$ cat src/shared/cps_defs.svh
// timing counts, register offsets, field positions and reset values
`ifndef CPS_DEFS_SVH
`define CPS_DEFS_SVH

// ==========================================================
// timing
`define CPS_CLK_KHZ     20000
`define CPS_POR_MS      400
`define CPS_POR_CYC     (`CPS_POR_MS * `CPS_CLK_KHZ)
`define CPS_GAP_US      10
`define CPS_GAP_CYC     ((`CPS_GAP_US * `CPS_CLK_KHZ + 999) / 1000)
`define CPS_SETTLE_US   1000
`define CPS_SETTLE_CYC  ((`CPS_SETTLE_US * `CPS_CLK_KHZ + 999) / 1000)
`define CPS_TMR_W       23

// ==========================================================
// register offsets
`define CPS_OFF_STATUS  12'h000
`define CPS_OFF_EVENTS  12'h004
`define CPS_OFF_MASK    12'h008
`define CPS_OFF_CTRL    12'h00C

// ==========================================================
// fields and reset values
`define CPS_EV_W        6
`define CPS_EV_RUN      0
`define CPS_EV_PD_START 1
`define CPS_EV_PD_DONE  2
`define CPS_EV_OVERTEMP 3
`define CPS_EV_BLOWER   4
`define CPS_EV_AC_BACK  5
`define CPS_STAT_PIN_LSB 16
`define CPS_CTRL_FORCE  0
`define CPS_MASK_RST    6'h00
`define CPS_CTRL_RST    1'b0

`endif

$ cat src/shared/cps_pkg.sv
// types shared by the cabinet power sequencer
package cps_pkg;

	typedef enum logic [8:0] {
		ST_POR  = 9'h001,
		ST_OFF  = 9'h002,
		ST_BULK = 9'h004,
		ST_MOD  = 9'h008,
		ST_REL  = 9'h010,
		ST_RUN  = 9'h020,
		ST_PDA  = 9'h040,
		ST_PDR  = 9'h080,
		ST_IDLE = 9'h100
	} cps_state_e;

	typedef struct packed {
		logic key_on;
		logic blower_ok;
		logic regulator_output_good;
		logic ac_ok;
		logic mod_good;
		logic over_temp;
		logic piu_a_ok;
		logic piu_b_ok;
		logic disk_ok;
	} cps_pins_s;

	typedef struct packed {
		logic piu_a_ok;
		logic piu_b_ok;
		logic disk_ok;
	} cps_piu_s;

	typedef logic [2:0] cps_en_t;

endpackage

$ cat src/rtl/cps_sequencer.sv
// cabinet power and reset sequencer with apb registers
//
// Added by the designer: the address map and the APB register port.
`timescale 1ns/1ps
`include "cps_defs.svh"
module cps_sequencer #(
	parameter int POR_CYC    = `CPS_POR_CYC,
	parameter int SETTLE_CYC = `CPS_SETTLE_CYC
) (
	input  wire logic              sys_clk,
	input  wire logic              rst_b,
	input  wire logic              clk_en,
	input  wire logic [11:0]       paddr,
	input  wire logic              psel,
	input  wire logic              penable,
	input  wire logic              pwrite,
	input  wire logic [31:0]       pwdata,
	output logic      [31:0]       prdata,
	output logic                   pready,
	output logic                   pslverr,
	input  wire cps_pkg::cps_pins_s pins,
	output logic                   supply_on_req,
	output cps_pkg::cps_en_t       mod_en_b,
	output logic                   sys_reset,
	output logic                   ac_low_warning,
	output cps_pkg::cps_piu_s      piu_status,
	output logic                   irq
);

	localparam logic [`CPS_TMR_W-1:0] POR_LD = `CPS_TMR_W'(POR_CYC);
	localparam logic [`CPS_TMR_W-1:0] SET_LD = `CPS_TMR_W'(SETTLE_CYC);
	localparam logic [`CPS_TMR_W-1:0] GAP_LD = `CPS_TMR_W'(`CPS_GAP_CYC);

	cps_pkg::cps_pins_s   pin_s;
	cps_pkg::cps_state_e  state_q;
	cps_pkg::cps_state_e  state_d;
	logic                 tmr_load;
	logic [`CPS_TMR_W-1:0] tmr_val;
	logic                 tmr_done;
	logic                 down_req;
	logic                 force_q;
	logic [`CPS_EV_W-1:0] ev_q;
	logic [`CPS_EV_W-1:0] ev_set;
	logic [`CPS_EV_W-1:0] mask_q;
	logic                 ot_prev_q;
	logic                 bl_prev_q;
	logic                 ac_prev_q;
	logic                 setup_rd;
	logic                 acc;
	logic                 hit;
	logic                 wr_en;
	logic                 rd_clr;
	logic [31:0]          rd_mux;

	// ==========================================================
	// pin synchronisers and delay timer
	cps_sync #(
		.W($bits(cps_pkg::cps_pins_s))
	) u_sync (
		.sys_clk(sys_clk),
		.rst_b  (rst_b),
		.ce     (clk_en),
		.d_in   (pins),
		.d_out  (pin_s)
	);

	cps_timer #(
		.RST_VAL(POR_LD)
	) u_tmr (
		.sys_clk (sys_clk),
		.rst_b   (rst_b),
		.ce      (clk_en),
		.load    (tmr_load),
		.load_val(tmr_val),
		.done    (tmr_done)
	);

	// ==========================================================
	// sequencing state machine
	// no battery input exists; only output-good loss and the force bit request power-down
	assign down_req = !pin_s.regulator_output_good || force_q;

	always_comb
	begin
		state_d = state_q;
		case (state_q)
			cps_pkg::ST_POR:
				if (tmr_done)
					state_d = cps_pkg::ST_OFF;
			cps_pkg::ST_OFF:
				if (pin_s.key_on && !force_q)
					state_d = cps_pkg::ST_BULK;
			cps_pkg::ST_BULK:
				if (pin_s.blower_ok && pin_s.regulator_output_good)
					state_d = cps_pkg::ST_MOD;
			cps_pkg::ST_MOD:
				if (down_req)
					state_d = cps_pkg::ST_PDA;
				else if (pin_s.mod_good && tmr_done)
					state_d = cps_pkg::ST_REL;
			cps_pkg::ST_REL:
				if (down_req)
					state_d = cps_pkg::ST_PDA;
				else if (tmr_done)
					state_d = cps_pkg::ST_RUN;
			cps_pkg::ST_RUN:
				if (down_req)
					state_d = cps_pkg::ST_PDA;
			cps_pkg::ST_PDA:
				if (tmr_done)
					state_d = cps_pkg::ST_PDR;
			cps_pkg::ST_PDR:
				if (tmr_done)
					state_d = cps_pkg::ST_IDLE;
			cps_pkg::ST_IDLE:
				if (pin_s.ac_ok && !force_q)
					state_d = cps_pkg::ST_BULK;
			default:
				state_d = cps_pkg::ST_POR;
		endcase
		if (state_q != cps_pkg::ST_POR && !pin_s.key_on)
			state_d = cps_pkg::ST_OFF;
	end

	always_ff @(posedge sys_clk)
	begin
		if (!rst_b)
			state_q <= cps_pkg::ST_POR;
		else if (clk_en)
			state_q <= state_d;
	end

	// timer reload on every state change
	assign tmr_load = clk_en && (state_d != state_q);

	always_comb
	begin
		case (state_d)
			cps_pkg::ST_MOD: tmr_val = SET_LD;
			cps_pkg::ST_REL: tmr_val = GAP_LD;
			cps_pkg::ST_PDA: tmr_val = GAP_LD;
			cps_pkg::ST_PDR: tmr_val = GAP_LD;
			default:         tmr_val = '0;
		endcase
	end

	// ==========================================================
	// power and reset outputs
	// reset and warning follow the next state, enables lag one cycle
	always_ff @(posedge sys_clk)
	begin
		if (!rst_b)
		begin
			sys_reset      <= 1'b1;
			ac_low_warning <= 1'b1;
			supply_on_req  <= 1'b0;
		end
		else if (clk_en)
		begin
			sys_reset      <= (state_d != cps_pkg::ST_RUN);
			ac_low_warning <= !(state_d == cps_pkg::ST_REL ||
				state_d == cps_pkg::ST_RUN);
			supply_on_req  <= (state_d == cps_pkg::ST_BULK ||
				state_d == cps_pkg::ST_MOD || state_d == cps_pkg::ST_REL ||
				state_d == cps_pkg::ST_RUN || state_d == cps_pkg::ST_PDA ||
				state_d == cps_pkg::ST_PDR);
		end
	end

	always_ff @(posedge sys_clk)
	begin
		if (!rst_b)
			mod_en_b <= 3'h7;
		else if (clk_en)
		begin
			if (state_q == cps_pkg::ST_MOD || state_q == cps_pkg::ST_REL ||
				state_q == cps_pkg::ST_RUN || state_q == cps_pkg::ST_PDA ||
				state_q == cps_pkg::ST_PDR)
				mod_en_b <= 3'h0;
			else
				mod_en_b <= 3'h7;
		end
	end

	// plug-in unit status to the backplane
	always_ff @(posedge sys_clk)
	begin
		if (!rst_b)
			piu_status <= '0;
		else if (clk_en)
		begin
			piu_status.piu_a_ok <= pin_s.piu_a_ok;
			piu_status.piu_b_ok <= pin_s.piu_b_ok;
			piu_status.disk_ok  <= pin_s.disk_ok;
		end
	end

	// ==========================================================
	// events and interrupt
	always_ff @(posedge sys_clk)
	begin
		if (!rst_b)
		begin
			ot_prev_q <= 1'b0;
			bl_prev_q <= 1'b0;
			ac_prev_q <= 1'b0;
		end
		else if (clk_en)
		begin
			ot_prev_q <= pin_s.over_temp;
			bl_prev_q <= pin_s.blower_ok;
			ac_prev_q <= pin_s.ac_ok;
		end
	end

	always_comb
	begin
		ev_set = '0;
		ev_set[`CPS_EV_RUN] = tmr_load && state_d == cps_pkg::ST_RUN;
		ev_set[`CPS_EV_PD_START] = tmr_load && state_d == cps_pkg::ST_PDA;
		ev_set[`CPS_EV_PD_DONE] = tmr_load && state_d == cps_pkg::ST_IDLE;
		ev_set[`CPS_EV_OVERTEMP] = pin_s.over_temp && !ot_prev_q;
		ev_set[`CPS_EV_BLOWER] = !pin_s.blower_ok && bl_prev_q;
		ev_set[`CPS_EV_AC_BACK] = pin_s.ac_ok && !ac_prev_q;
		if (!clk_en || state_q == cps_pkg::ST_POR)
			ev_set = '0;
	end

	// only bits shown to the reader are cleared; a new set wins
	always_ff @(posedge sys_clk)
	begin
		if (!rst_b)
			ev_q <= '0;
		else if (clk_en)
			ev_q <= (ev_q & ~(rd_clr ? prdata[`CPS_EV_W-1:0] : '0)) | ev_set;
	end

	always_ff @(posedge sys_clk)
	begin
		if (!rst_b)
			irq <= 1'b0;
		else if (clk_en)
			irq <= |(ev_q & mask_q);
	end

	// ==========================================================
	// apb slave
	assign hit = (paddr == `CPS_OFF_STATUS) || (paddr == `CPS_OFF_EVENTS) ||
		(paddr == `CPS_OFF_MASK) || (paddr == `CPS_OFF_CTRL);
	assign acc      = psel && penable;
	assign pready   = clk_en;
	assign pslverr  = acc && !hit;
	assign setup_rd = clk_en && psel && !penable && !pwrite;
	assign wr_en    = clk_en && acc && pwrite;
	assign rd_clr   = clk_en && acc && !pwrite && paddr == `CPS_OFF_EVENTS;

	always_comb
	begin
		rd_mux = '0;
		case (paddr)
			`CPS_OFF_STATUS:
			begin
				rd_mux[8:0] = state_q;
				rd_mux[`CPS_STAT_PIN_LSB +: $bits(pin_s)] = pin_s;
			end
			`CPS_OFF_EVENTS: rd_mux[`CPS_EV_W-1:0] = ev_q;
			`CPS_OFF_MASK:   rd_mux[`CPS_EV_W-1:0] = mask_q;
			`CPS_OFF_CTRL:   rd_mux[`CPS_CTRL_FORCE] = force_q;
			default:         rd_mux = '0;
		endcase
	end

	always_ff @(posedge sys_clk)
	begin
		if (!rst_b)
			prdata <= '0;
		else if (setup_rd)
			prdata <= rd_mux;
	end

	always_ff @(posedge sys_clk)
	begin
		if (!rst_b)
		begin
			mask_q  <= `CPS_MASK_RST;
			force_q <= `CPS_CTRL_RST;
		end
		else if (wr_en)
		begin
			if (paddr == `CPS_OFF_MASK)
				mask_q <= pwdata[`CPS_EV_W-1:0];
			if (paddr == `CPS_OFF_CTRL)
				force_q <= pwdata[`CPS_CTRL_FORCE];
		end
	end

	// ==========================================================
	// checks
	logic [23:0] por_cnt_q;

	always_ff @(posedge sys_clk)
	begin
		if (!rst_b)
			por_cnt_q <= '0;
		else if (clk_en && por_cnt_q != 24'hFFFFFF)
			por_cnt_q <= por_cnt_q + 24'h000001;
	end

	key_off_hold_a: assert property (@(posedge sys_clk) disable iff (!rst_b)
		clk_en && !pin_s.key_on && state_q != cps_pkg::ST_POR
		|=> state_q == cps_pkg::ST_OFF)
		else $error("key off did not force off state");

	por_length_a: assert property (@(posedge sys_clk) disable iff (!rst_b)
		$fell(state_q == cps_pkg::ST_POR)
		|-> por_cnt_q >= 24'(POR_CYC) && sys_reset)
		else $error("power-on hold ended early");

	start_cond_a: assert property (@(posedge sys_clk) disable iff (!rst_b)
		$rose(state_q == cps_pkg::ST_MOD)
		|-> $past(pin_s.blower_ok && pin_s.key_on))
		else $error("power up without key or blower");

	pd_start_a: assert property (@(posedge sys_clk) disable iff (!rst_b)
		clk_en && state_q == cps_pkg::ST_RUN && pin_s.key_on &&
		!pin_s.regulator_output_good
		|=> state_q == cps_pkg::ST_PDA ##1 ac_low_warning && sys_reset)
		else $error("output-good loss missed");

	idle_off_a: assert property (@(posedge sys_clk) disable iff (!rst_b)
		state_q == cps_pkg::ST_IDLE && $past(state_q) == cps_pkg::ST_IDLE
		|-> mod_en_b == 3'h7 && sys_reset)
		else $error("regulators on in idle");

	idle_wait_a: assert property (@(posedge sys_clk) disable iff (!rst_b)
		clk_en && state_q == cps_pkg::ST_IDLE && pin_s.key_on &&
		!pin_s.ac_ok |=> state_q == cps_pkg::ST_IDLE)
		else $error("left idle without ac");

	restart_a: assert property (@(posedge sys_clk) disable iff (!rst_b)
		clk_en && state_q == cps_pkg::ST_IDLE && pin_s.key_on &&
		pin_s.ac_ok && !force_q
		|=> state_q == cps_pkg::ST_BULK ##1 supply_on_req)
		else $error("no restart on ac return");

	run_en_low_a: assert property (@(posedge sys_clk) disable iff (!rst_b)
		state_q == cps_pkg::ST_RUN |-> mod_en_b == 3'h0)
		else $error("regulators off while running");

	rst_before_off_a: assert property (@(posedge sys_clk) disable iff (!rst_b)
		$rose(mod_en_b[0]) |-> $past(sys_reset && ac_low_warning))
		else $error("regulator disabled before reset");

	release_ok_a: assert property (@(posedge sys_clk) disable iff (!rst_b)
		$fell(sys_reset) |-> !ac_low_warning && mod_en_b == 3'h0)
		else $error("reset released too early");

	piu_pass_a: assert property (@(posedge sys_clk) disable iff (!rst_b)
		clk_en ##1 1'b1 |-> piu_status.disk_ok == $past(pin_s.disk_ok))
		else $error("plug-in status not passed");

	run_c: cover property (@(posedge sys_clk) disable iff (!rst_b)
		$rose(state_q == cps_pkg::ST_RUN));
	idle_c: cover property (@(posedge sys_clk) disable iff (!rst_b)
		$rose(state_q == cps_pkg::ST_IDLE));
	restart_c: cover property (@(posedge sys_clk) disable iff (!rst_b)
		state_q == cps_pkg::ST_IDLE ##1 state_q == cps_pkg::ST_BULK);

endmodule

$ cat src/rtl/cps_sync.sv
// two-flop synchroniser for the cabinet pins
`timescale 1ns/1ps
module cps_sync #(
	parameter int W = 9
) (
	input  wire logic         sys_clk,
	input  wire logic         rst_b,
	input  wire logic         ce,
	input  wire logic [W-1:0] d_in,
	output logic      [W-1:0] d_out
);

	logic [W-1:0] meta_q;

	// ==========================================================
	// per bit stages
	genvar i;
	generate
		for (i = 0; i < W; i++)
		begin : g_bit
			always_ff @(posedge sys_clk)
			begin
				if (!rst_b)
				begin
					meta_q[i] <= 1'b0;
					d_out[i]  <= 1'b0;
				end
				else if (ce)
				begin
					meta_q[i] <= d_in[i];
					d_out[i]  <= meta_q[i];
				end
			end
		end
	endgenerate

endmodule

$ cat src/rtl/cps_timer.sv
// loadable down counter for sequencer delays
`timescale 1ns/1ps
`include "cps_defs.svh"
module cps_timer #(
	parameter logic [`CPS_TMR_W-1:0] RST_VAL = '0
) (
	input  wire logic                  sys_clk,
	input  wire logic                  rst_b,
	input  wire logic                  ce,
	input  wire logic                  load,
	input  wire logic [`CPS_TMR_W-1:0] load_val,
	output logic                       done
);

	logic [`CPS_TMR_W-1:0] cnt_q;

	// ==========================================================
	// count down to zero and hold
	always_ff @(posedge sys_clk)
	begin
		if (!rst_b)
			cnt_q <= RST_VAL;
		else if (ce)
		begin
			if (load)
				cnt_q <= load_val;
			else if (cnt_q != '0)
				cnt_q <= cnt_q - `CPS_TMR_W'(1);
		end
	end

	assign done = (cnt_q == '0);

endmodule

$ cat config.mk
export PLATFORM = sky130hd
export DESIGN_NAME = cps_sequencer
export DESIGN_NICKNAME = d
export VERILOG_FILES = /design/src/shared/cps_pkg.sv /design/src/rtl/cps_sequencer.sv /design/src/rtl/cps_sync.sv /design/src/rtl/cps_timer.sv
export VERILOG_INCLUDE_DIRS = /design/src /design/src/shared
export SDC_FILE = /design/constraint.sdc
export NUM_CORES = 1
export LEC_CHECK = 0
export ABC_AREA = 1
export BUFFER_PORTS_ARGS = -buffer_cell sky130_fd_sc_hd__buf_2
export CORE_MARGIN = 2
export CORE_UTILIZATION = 40
export DETAILED_ROUTE_END_ITERATION = 6
export GPL_TIMING_DRIVEN = 1
export PLACE_DENSITY = 0.67
export SLEW_MARGIN = 20
export SYNTH_ARGS = -nofsm -noshare
export SYNTH_HDL_FRONTEND = slang
export SYNTH_HIERARCHICAL = 1
export SYNTH_SLANG_ARGS = --single-unit
$ cat constraint.sdc
create_clock -name sys_clk -period 4.7 [get_ports sys_clk]
set_input_delay 0.94 -clock sys_clk [delete_from_list [all_inputs] [get_ports sys_clk]]
set_output_delay 0.94 -clock sys_clk [all_outputs]
set_load 0.05 [all_outputs]
==> results.md, run 1 <==
- Slew Viols, Final: 0
- First-pass GRT wire length: ~23000 um
- Placer Congestion: 0.922
- Final hold violation count: 0
- Number of global-route vias before repair: between 4k and 5k
- Switching share of power: approximately a third
- Pin count of the biggest net entering global routing: 47
- Clock Pin Slew Worst Setup and Hold Paths: ~0.07 ns
- # diodes: 0
- Clock share of power: between 30% and 40%
- Hold-fix buffers, CTS: 0
- Most common flop cell mapped by yosys: dfxtp_1
- Area contributors post-synth: dfxtp_1, nand2_1, nor2_1
- Pwr Density: roughly 310 nW/um^2
- Gr usage total: 19.5%
- Worst Path Arrival: approximately 4 ns
- Most common cell in the netlist: nand2_1
- Rel. slew slack: between 50% and 60%
- Residual DRC count: 0
- Final setup fails: 0
- Post-CTS Resized: 0
- Ys Warns: 6
- Hold path start: ot_prev_q
- Layout cells sized above 1: between 10% and 20%
- Worst path required time: between 4 and 5 ns
- CP endpoint kind: register
- Core footprint: 13300 um^2
- Combinational fraction of design power: roughly a fifth
- Initial antenna violation count: 0
- Setup Buffers After CTS: 0
- Post-DP HPWL: between 9000 and 10000 um
- R2r setup slk: 0.94 ns
- Status: finished clean
- Grt total ovfl: 0
- Die W: about 120 um
- Post-synthesis sequential area ratio: between 30% and 40%
- Distinct cells, synth: 45
- Via count: 5399
- Die height: between 100 and 150 um
- Area share of the largest cell type after synthesis: between 30 and 40%
- Fill cells: around 1.5k
- Die area: about 15000 um^2
- Seq pwr share: ~44%
- Setup CP Type: register to register
- Worst setup margin: around 0.94 ns
- Fmax: 266 MHz
- Reg2Reg Depth: 24
- Post-DRT Antenna Nets: 0
- Minimum clock period: roughly 3.8 ns
- Initial Util: between 40% and 50%
- Skew final: about 0.0064 ns
- DR pass1 iterations: 5
- CTS sink count: between 90 and 100
- Area Overhead vs Synth: 11.8%
- Post-synth top cells: nand2_1, nor2_1, inv_1, dfxtp_1, a21oi_1
- Post-synthesis async set-or-reset flop share: 0%
- Hold path depth: 2
- Pre-CTS WS: ~0.95 ns
- Min-Delay Path Class: register to register
- Row Count: 42
- Max-cap violations: 0
- Number of flops mapped to enable cells by yosys: 0
- Largest area contributor in the netlist: dfxtp_1
- WL/cell: approximately 12 um
- Cts bufs inserted: 9
- Slew of the pin with the lowest slew margin: approximately 0.73 ns
- Power Internal: ~1.3 mW
- Worst-path fanout max: 33
- Boundary Pins: 103
- Port buffer count: 62
- Netlist Area Pre-Place: 5500 um^2
- Initial drt markers: ~360
- Maximum vdd drop: between 0.00015 and 0.0002 V
- Vias/cell: between 4 and 5
- Setup TNS: 0 ns
- RSZ-0062 raised after global routing: false
- Htree depth: 3
- CTS Buffer Depth: 2
- WL final: approximately 14000 um
- Seq cells post-synth: between 90 and 100
- Worst setup SP type: register
- Gate Count Post-Synth: 875
- Final Cycle Share: between 70% and 80%
- Switching power: between 0.6 and 0.7 mW
- P_leak: between 2 and 3 nW
- Hold endpoint: ot_prev_q
- Reg-to-reg critical path startpoint: u_tmr/cnt_q[0]
- Clock Latency Late Sink: approximately 0.35 ns
- Reg2Reg Capture Point: u_tmr/cnt_q[10]
- Mean post-synth cell area: roughly 6.3 um^2
- Final Net Count: just under 1k
- TritonCTS clock tree: built
- Root Buffer: clkbuf_16
-- cells in the final DEF (no fill, tap or decap), drive strengths merged --
cell and count:
nand3 62, ha 1, dfxtp 92, o211ai 3
o221ai 3, o21a 3, clkinvlp 2, nand2 237
a21oi 69, nor3b 1, nand4 11, clkbuf 10
o21bai 1, a221oi 1, conb 29, nor2 136
buf 69, xor2 1, nor4 1, o22ai 3
nand3b 4, a21o 1, and3 2, a211oi 2
nor3 10, clkinv 5, or2 3, o21ai 72
a31oi 1, inv 104
-- power groups by stage --
stage | Sequential (mW) | Clock, mW | Combinational [mW]
global route | 0.858 | 0.745 | 0.422
detailed placement | 0.870 | 0 | 0.371
CTS | 0.852 | 0.721 | 0.374
floorplan | 0.886 | 0 | 0.292
finish | 0.853 | 0.704 | 0.374
global placement | 0.869 | 0 | 0.368
-- layout make-up --
cell class	instances	area, um^2	share of cell area (%)
clock inverter	6	48.8	0.793
sequential	92	1840	29.9
tap	176	220	3.58
clock buffer	10	239	3.88
inverter	105	394	6.41
timing repair buffer	69	363	5.90
multi-input combinational	657	3050	49.5
-- worst max path at each step --
| stage | to | startpoint | slack, ns |
|---|---|---|---|
| 2_1_floorplan | u_tmr/cnt_q[21] | u_tmr/cnt_q[0] | 1.46 |
| 3_3_place_gp | u_tmr/cnt_q[10] | u_tmr/cnt_q[0] | 0.99 |
| 3_5_place_dp | u_tmr/cnt_q[10] | u_tmr/cnt_q[0] | 0.95 |
| 4_1_cts | u_tmr/cnt_q[10] | u_tmr/cnt_q[0] | 0.92 |
| 5_1_grt | u_tmr/cnt_q[4] | u_tmr/cnt_q[1] | 0.53 |
| 6_report | u_tmr/cnt_q[10] | u_tmr/cnt_q[0] | 0.94 |
-- state kept, by name, summed over array words and instances (netlist names), 3 cells and up --
| name | cells |
|---|---|
| u_tmr/cnt_q | 23 |
| prdata | 18 |
| u_sync/meta_q | 9 |
| u_sync/d_out | 9 |
| mask_q | 6 |
| piu_status | 3 |
| state_q | 9 |
| ev_q | 6 |
-- worst max-delay path: stages, from the launching register on --
cell     delay [ns]
dfxtp_1        0.31
inv_1          0.09
ha_1           0.22
nand2_1        0.12
nor2_4         0.17
nand3_1        0.21
nor3_1         0.21
buf_4          0.20
nand2_1        0.10
nand2_1        0.07
nand2_1        0.05
nand3_1        0.11
nand4_1        0.10
nand3_1        0.11
nand3_1        0.09
nor2_1         0.17
nand3_2        0.14
nand2_1        0.09
inv_1          0.07
inv_2          0.06
nand4_2        0.15
nand2_4        0.32
inv_2          0.21
o21ai_0        0.19
nor2_1         0.05
-- through the flow --
stage	power [mW]	area [um^2]	cells	utilization, %	hold slack [ns]
6_report	1.93	6150	1115	46.1	0.462
5_1_grt	2.02	6150	1115	46.1	0.474
4_1_cts	1.95	6150	1115	46.1	0.462
3_5_place_dp	1.24	5860	1099	43.9	0.453
3_3_place_gp	1.24	5860	1099	43.9	0.446
2_1_floorplan	1.18	5610	903	-	0.434
-- metal layers --
| metal | GRT usage [%] | vias to the layer above | share of wire, % | routed length (um) |
|---|---|---|---|---|
| met5 | 0 | - | 0 | 0 |
| met1 | 27.3 | 2369 | 49 | 6740 |
| met3 | 3.67 | 17 | 6.2 | 854 |
| met2 | 30.1 | 149 | 44 | 6070 |
| li1 | - | 2864 | - | - |
| met4 | 7.04 | 0 | 1.5 | 208 |
-- logic make-up (layout without fill, tap and decap cells) --
kind of cell | after synthesis | count (layout) | share of synthesized area, %
simple gates | 467 | 467 | 37.2
compound gates | 159 | 159 | 15.7
buf+inv | 154 | 190 | 13.2
flops | 92 | 92 | 33.5
fa+ha+maj | 1 | 1 | 0.227
other cells | 1 | 29 | 0.0682
xor+xnor | 1 | 1 | 0.159
No activity file was read; power rests on OpenSTA's default activity.
==> inputs of run 2 (changes only) <==
- ABC_AREA: 1 -> 0
- clock period: 4.7 -> 3.9 ns (I/O delays scaled with it)
==> run 2 against run 1 <==
Effect of this change: the run now ends with setup timing left; critical endpoint is now u_tmr/cnt_q[2]; first-iteration DRC count up 2.2%; critical path depth down 3; power grew 37%; sequential share of layout area decreased by 4.1 points; final cell count down 13%.
==> results.md, run 2 <==
- Status: finished with violations
- Failing checks: setup timing
- Residual DRC count: 0 (unchanged)
- Initial drt markers: 367 (+2.2%)
- Mean post-synth cell area: 8.57 um^2 (+36%)
- Most common cell in the netlist: dfxtp_1
- Area contributors post-synth: dfxtp_1, nor2b_1, mux2i_1
- Layout cells sized above 1: 34.7% (+21 points)
- P_leak: 2.90 nW (+2.3%)
- Post-synth top cells: dfxtp_1, nor2b_1, nand2_1, mux2i_1, a21oi_1
- Number of flops mapped to enable cells by yosys: 0 (unchanged)
- # diodes: 0 (unchanged)
- Htree depth: 3 (unchanged)
- DR pass1 iterations: 5 (unchanged)
- Setup CP Type: register to register
- Post-DP HPWL: 10500 um (+6.2%)
- Minimum clock period: 4.42 ns (+0.665 ns)
- Skew final: 0.00547 ns (-0.000959 ns)
- Gate Count Post-Synth: 630 (-28%)
- Seq cells post-synth: 92 (unchanged)
- Largest area contributor in the netlist: dfxtp_1
- Die area: 14400 um^2 (-1.8%)
- Biggest register: u_tmr/cnt_q
- Port buffer count: 62 (unchanged)
- Core footprint: 13200 um^2 (-1.2%)
- Rel. slew slack: 44.8% (-6.5 points)
- Hold path start: ac_low_warning
- Max-cap violations: 0 (unchanged)
- Total power: 2.64 mW (+37%)
- Fin Hold WS: 0.478 ns (+0.0163 ns)
- Post-DRT Antenna Nets: 0 (unchanged)
- Hold path depth: 2 (unchanged)
- Hold endpoint: ac_low_warning
- CTS sink count: 92 (unchanged)
- Root Buffer: clkbuf_16
- Final Net Count: 853 (-14%)
- WL final: 16300 um (+17%)
- Maximum vdd drop: 0.000340 V (+88%)
- Final hold violation count: 0 (unchanged)
- Cts bufs inserted: 9 (unchanged)
- Fmax: 226 MHz (-15%)
- Number of global-route vias before repair: 5275 (+10%)
- Initial Util: 40.9% (-0.29 points)
- Clock Pin Slew Worst Setup and Hold Paths: 0.07 ns (about the same)
- Ys Warns: 6 (unchanged)
- Die height: 120 um (-0.92%)
- Die W: 120 um (-0.92%)
- Gr usage total: 22.3% (+2.8 points)
- First-pass GRT wire length: 25800 um (+11%)
- Max FFs per register: 23 (unchanged)
- Most frequent cells in the layout: buf_4, dfxtp_1, nor2b_1, buf_2, nand2_1
- Initial antenna violation count: 0 (unchanged)
- Most common flop cell mapped by yosys: dfxtp_1
- Slew of the pin with the lowest slew margin: 0.823 ns (+0.0939 ns)
- Hold-fix buffers, CTS: 0 (unchanged)
- Pin count of the biggest net entering global routing: 68 (+45%)
- CP endpoint kind: register
- Distinct cells, synth: 87 (+93%)
- RSZ-0062 raised after global routing: true
- Worst path required time: 4.18 ns (-0.77 ns)
- TritonCTS clock tree: built
- Post-synthesis async set-or-reset flop share: 0% (unchanged)
- Reg-to-reg critical path startpoint: u_tmr/cnt_q[1]
- Row Count: 42 (unchanged)
- Clock Latency Late Sink: 0.35 ns (about the same)
- Final Cycle Share: 113% (+33 points)
- Boundary Pins: 103 (unchanged)
- Worst setup SP type: register
- Via count: 5371 (-0.52%)
- Regs by FF count: u_tmr/cnt_q: 23 flops, prdata: 18 flops
- Netlist Area Pre-Place: 5400 um^2 (-1.9%)
- Post-synthesis sequential area ratio: 34.1% (+0.64 points)
- Worst-path fanout max: 4 (-88%)
- CTS Buffer Depth: 2 (unchanged)
- Worst setup path startpoint: u_tmr/cnt_q[1]
- Commonest non-fill, non-tap cell in the layout: buf_4
- Pwr Density: 369 nW/um^2 (+18%)
- Final setup fails: 23 (+23)
- R2r setup slk: -0.52 ns (-1.46 ns)
- Grt total ovfl: 0 (unchanged)
- Area share of the largest cell type after synthesis: 34.1% (+0.64 points)
- Reg2Reg Capture Point: u_tmr/cnt_q[2]
- Worst Path Arrival: 4.71 ns (+0.70 ns)
- Slew Viols, Final: 0 (unchanged)
- Worst setup margin: -0.524 ns (-1.46 ns)
- Area Overhead vs Synth: 32.6%
- Placer Congestion: 0.967 (+4.9%)
- Min-Delay Path Class: register to register
- Vias/cell: 5.51 (+14%)
- Reg2Reg Depth: 21 (-13%)
- WL/cell: 16.7 um (+34%)
==> run 2: what timing repair did <==
| action | 4_1_cts | 5_1_grt |
|---|---|---|
| endpoints found under the setup margin | 22 | 28 |
| setup buffers | 48 | 6 |
| hold endpoints to repair | 0 | 0 |
| cloned | 2 | 1 |
| pin swaps | 11 | 5 |
| gates resized for setup | 29 | 13 |
==> run 2: cell type report <==
type / instances / area, um^2
Clock buffer: 10 / 229
Fill cell: 1190 / 6030
Clock inverter: 6 / 96.3
Multi-Input combinational cell: 493 / 3380
Timing Repair Buffer: 185 / 1340
Sequential cell: 92 / 1850
Tap cell: 176 / 220
Inverter: 12 / 45.0
==> run 2: worst max path at each step <==
stage               cells past startpoint  slack, ns              end
finish                                 21      -0.52   u_tmr/cnt_q[2]
global route                           21      -0.69   u_tmr/cnt_q[5]
CTS                                    16      -0.39   u_tmr/cnt_q[9]
detailed placement                     18      -0.47   u_tmr/cnt_q[1]
global placement                       16      -0.41   u_tmr/cnt_q[9]
floorplan                              19      -0.35  u_tmr/cnt_q[16]
==> run 2: cell families after synthesis <==
logic type,count (synthesis),share of synthesized area (%)
buf+inv,74,8.11
simple gates,252,27.6
xor+xnor,2,0.325
compound gates,166,21.4
flops,92,34.1
mux,42,8.11
other cells,1,0.0695
fa+ha+maj,1,0.232
==> run 2: through the flow <==
step	utilization, %	area (um^2)	setup WS [ns]	setup TNS, ns	cells
6_report	54.3	7160	-0.524	-9.99	974
3_5_place_dp	48.0	6330	-0.473	-8.42	915
5_1_grt	54.3	7160	-0.690	-13.95	974
2_1_floorplan	-	5570	-0.349	-5.83	658
4_1_cts	53.7	7080	-0.389	-7.41	969
3_3_place_gp	48.0	6330	-0.407	-7.23	915
==> run 2: critical path, stage by stage (launching register included) <==
cell,delay (ns)
dfxtp_2,0.32
inv_2,0.07
ha_4,0.14
nor4b_4,0.28
nand4_4,0.16
nor4_4,0.32
buf_4,0.18
and3b_1,0.18
o21ai_2,0.06
nor3_2,0.21
a31oi_1,0.14
o21ai_1,0.10
and4bb_1,0.22
o211ai_2,0.12
and2_4,0.19
or4_4,0.40
or4_4,0.57
o21ai_4,0.22
buf_4,0.17
clkbuf_16,0.14
o21ai_2,0.05
a21oi_2,0.10
==> run 2: power by group <==
part           internal [mW]  total (mW)  leakage, nW  switching, mW
Clock                  0.570       0.964        0.155          0.394
Combinational          0.280       0.663         1.99          0.383
Sequential             0.981        1.01        0.749         0.0326
Total                   1.83        2.64         2.90          0.809
==> run 2: per-layer routing <==
layer | vias to the layer above | GRT usage, % | routed length, um
met3 | 40 | 4.09 | 884
met2 | 208 | 38.4 | 7900
met4 | 0 | 10.0 | 533
li1 | 2561 | - | -
met5 | - | 0 | 0
met1 | 2562 | 26.9 | 6970
==> inputs of run 3 (changes only) <==
- CORE_ASPECT_RATIO: default -> 1.75
- GPL_TIMING_DRIVEN: 1 -> 0
- TNS_END_PERCENT: default -> 1
==> run 3 against run 2 <==
Effect of this change: the flow still finishes with violations (setup timing); wire length grew 2.0%; via count shrank 1.5%; hold slack gained 0.0057 ns; global-route usage grew 0.087 points; first-iteration DRC count grew 1.4%; design area shrank 6.4%; power shrank 4.1%; die area grew 0.25%; register-to-register slack lost 0.11 ns; worst setup slack lost 0.11 ns; clock skew grew 0.0053 ns.
==> results.md, run 3 (synthesized netlist as in run 2, its figures left out) <==
- Final Cycle Share: 116% (+2.8 points)
- Setup CP Type: register to register
- First-pass GRT wire length: 25300 um (-1.7%)
- Layout cells sized above 1: 26.9% (-7.8 points)
- Root Buffer: clkbuf_16
- Maximum vdd drop: 0.000314 V (-7.6%)
- Most frequent cells in the layout: dfxtp_1, buf_2, nor2b_1, nand2_1
- Residual DRC count: 0 (unchanged)
- Die W: 91.8 um (-24%)
- TritonCTS clock tree: built
- Worst setup SP type: register
- Initial Util: 40.5% (-0.38 points)
- Area Overhead vs Synth: 24.1%
- Post-DP HPWL: 11900 um (+13%)
- Fmax: 221 MHz (-2.4%)
- Non-Filler Instances: 932 (-4.3%)
- CP peak stage delay: 0.47 ns (-0.10 ns)
- Max FFs per register: 23 (unchanged)
- Slew of the pin with the lowest slew margin: 1.00 ns (+0.177 ns)
- RSZ-0062 raised after global routing: true
- Htree depth: 3 (unchanged)
- Pre-CTS WS: -1.14 ns (-0.664 ns)
- Via count: 5292 (-1.5%)
- CTS Buffer Depth: 2 (unchanged)
- Final setup fails: 21 (-8.7%)
- Rel. slew slack: 32.7% (-12 points)
- Post-DRT Antenna Nets: 0 (unchanged)
- Worst setup path startpoint: u_tmr/cnt_q[0]
- Gr usage total: 22.4% (+0.087 points)
- Vias/cell: 5.68 (+3.0%)
- Final hold violation count: 0 (unchanged)
- Met3 Resource Use GR: 3.71% (-0.37 points)
- Number of global-route vias before repair: 5073 (-3.8%)
- Die area: 14500 um^2 (+0.25%)
- Worst setup margin: -0.633 ns (-0.109 ns)
- Biggest register: u_tmr/cnt_q
- Met1 GRT Util: 21.7% (-5.2 points)
- Status: finished with violations
- Instance area at placement: 6080 um^2 (-3.9%)
- Ordered list of cells on the worst path: inv_2, ha_4, nor4b_4, nand4_4, nor4_4, buf_6, and3b_1, o21ai_2, nor3_2, a31oi_1, o21ai_1, and4bb_1, o211ai_4, and2_4, or4_4, or4_4, o21ai_4, buf_6, buf_6, a21oi_1, o21a_1
- Regs by FF count: u_tmr/cnt_q: 23 flops, prdata: 18 flops
- CP endpoint kind: register
- Initial drt markers: 372 (+1.4%)
- Core footprint: 13300 um^2 (+0.93%)
- Final Net Count: 813 (-4.7%)
- Worst Path Arrival: 4.79 ns (+0.08 ns)
- Min-Delay Path Class: register to register
- Total power: 2.53 mW (-4.1%)
- CTS sink count: 92 (unchanged)
- CP delay by family, top: simple AND/OR/NAND/NOR gates
- Max-cap violations: 0 (unchanged)
- Cts bufs inserted: 9 (unchanged)
- Placed insts: 892 (-2.5%)
- Met2 GRT Util: 41.9% (+3.5 points)
- Grt total ovfl: 0 (unchanged)
- Failing checks: setup timing
- Pwr Density: 378 nW/um^2 (+2.5%)
- WP buf/inv: 4 (unchanged)
- Hold path start: ac_low_warning
- P_leak: 2.61 nW (-10%)
- Clock Pin Slew Worst Setup and Hold Paths: 0.07 ns (about the same)
- Slew Viols, Final: 0 (unchanged)
- Finished layout cell area: 6700 um^2 (-6.4%)
- DR pass1 iterations: 5 (unchanged)
- Boundary Pins: 103 (unchanged)
- Commonest non-fill, non-tap cell in the layout: dfxtp_1
- Worst path required time: 4.16 ns (-0.02 ns)
- Placer Congestion: 0.918 (-5.0%)
- Pin count of the biggest net entering global routing: 20 (-71%)
- Clock Latency Late Sink: 0.36 ns (about the same)
- Die height: 158 um (+31%)
- Row Count: 56 (+33%)
- Critical-path top delay cell: or4_4
- WL final: 16600 um (+2.0%)
- Skew final: 0.0108 ns (+0.00531 ns)
- Fin Hold WS: 0.484 ns (+0.00573 ns)
- Initial antenna violation count: 0 (unchanged)
- Reg-to-reg critical path startpoint: u_tmr/cnt_q[0]
- CP most frequent cell: buf_6
- WL/cell: 17.8 um (+6.6%)
- Port buffer count: 60 (-3.2%)
- Minimum clock period: 4.53 ns (+0.109 ns)
- Worst-path fanout max: 7 (+3)
- Grt peak-use layer: met2
- # diodes: 0 (unchanged)
==> run 3: repair_timing <==
item                                    in CTS  in global routing
setup buffers                               22                  0
resized for setup                           18                 12
endpoints found under the hold margin        0                  0
hold buffers                                 0                  0
cloned                                       2                  0
pin swaps                                   19                  6
endpoints found under the setup margin      23                 28
==> run 3: power by group <==
group	switching (mW)	leakage, nW	total, mW	internal, mW
clock	0.435	0.146	0.891	0.456
combinational	0.363	1.71	0.607	0.244
sequential	0.0527	0.749	1.03	0.981
==> run 3: final timing paths <==
check               endpoint  slack (ns)  cells after the start
min           ac_low_warning        0.48                      2
max          u_tmr/cnt_q[16]       -0.63                     21
max reg2reg  u_tmr/cnt_q[16]       -0.63                     21
min reg2reg   ac_low_warning        0.48                      2
==> run 3: stage by stage <==
step | TNS [ns] | utilization, %
after CTS | -12.11 | 50.0
after global placement | -21.18 | 45.7
after floorplan | -6.04 | -
after global routing | -15.37 | 50.3
final | -12.26 | 50.3
after detailed placement | -23.84 | 45.7
==> run 3: worst min-delay path: stages (launching register included) <==
cell and delay [ns]:
dfxtp_1 0.33, a21oi_1 0.06, nand2_1 0.06
==> run 3: layout make-up <==
cell class,count,area [um^2]
plain buffers,62,438
clock buffers,9,225
clock inverters,7,80.1
fillers,1229,6620
inverters,12,48.8
multi-input cells,492,3330
flip-flops and latches,92,1850
well taps,174,218
repair buffers,84,513
==> run 3: layer usage <==
layer	up-vias	share of wire (%)
li1	2482	-
met1	2501	36
met2	228	52
met3	81	4.9
met4	0	7.0
met5	-	0
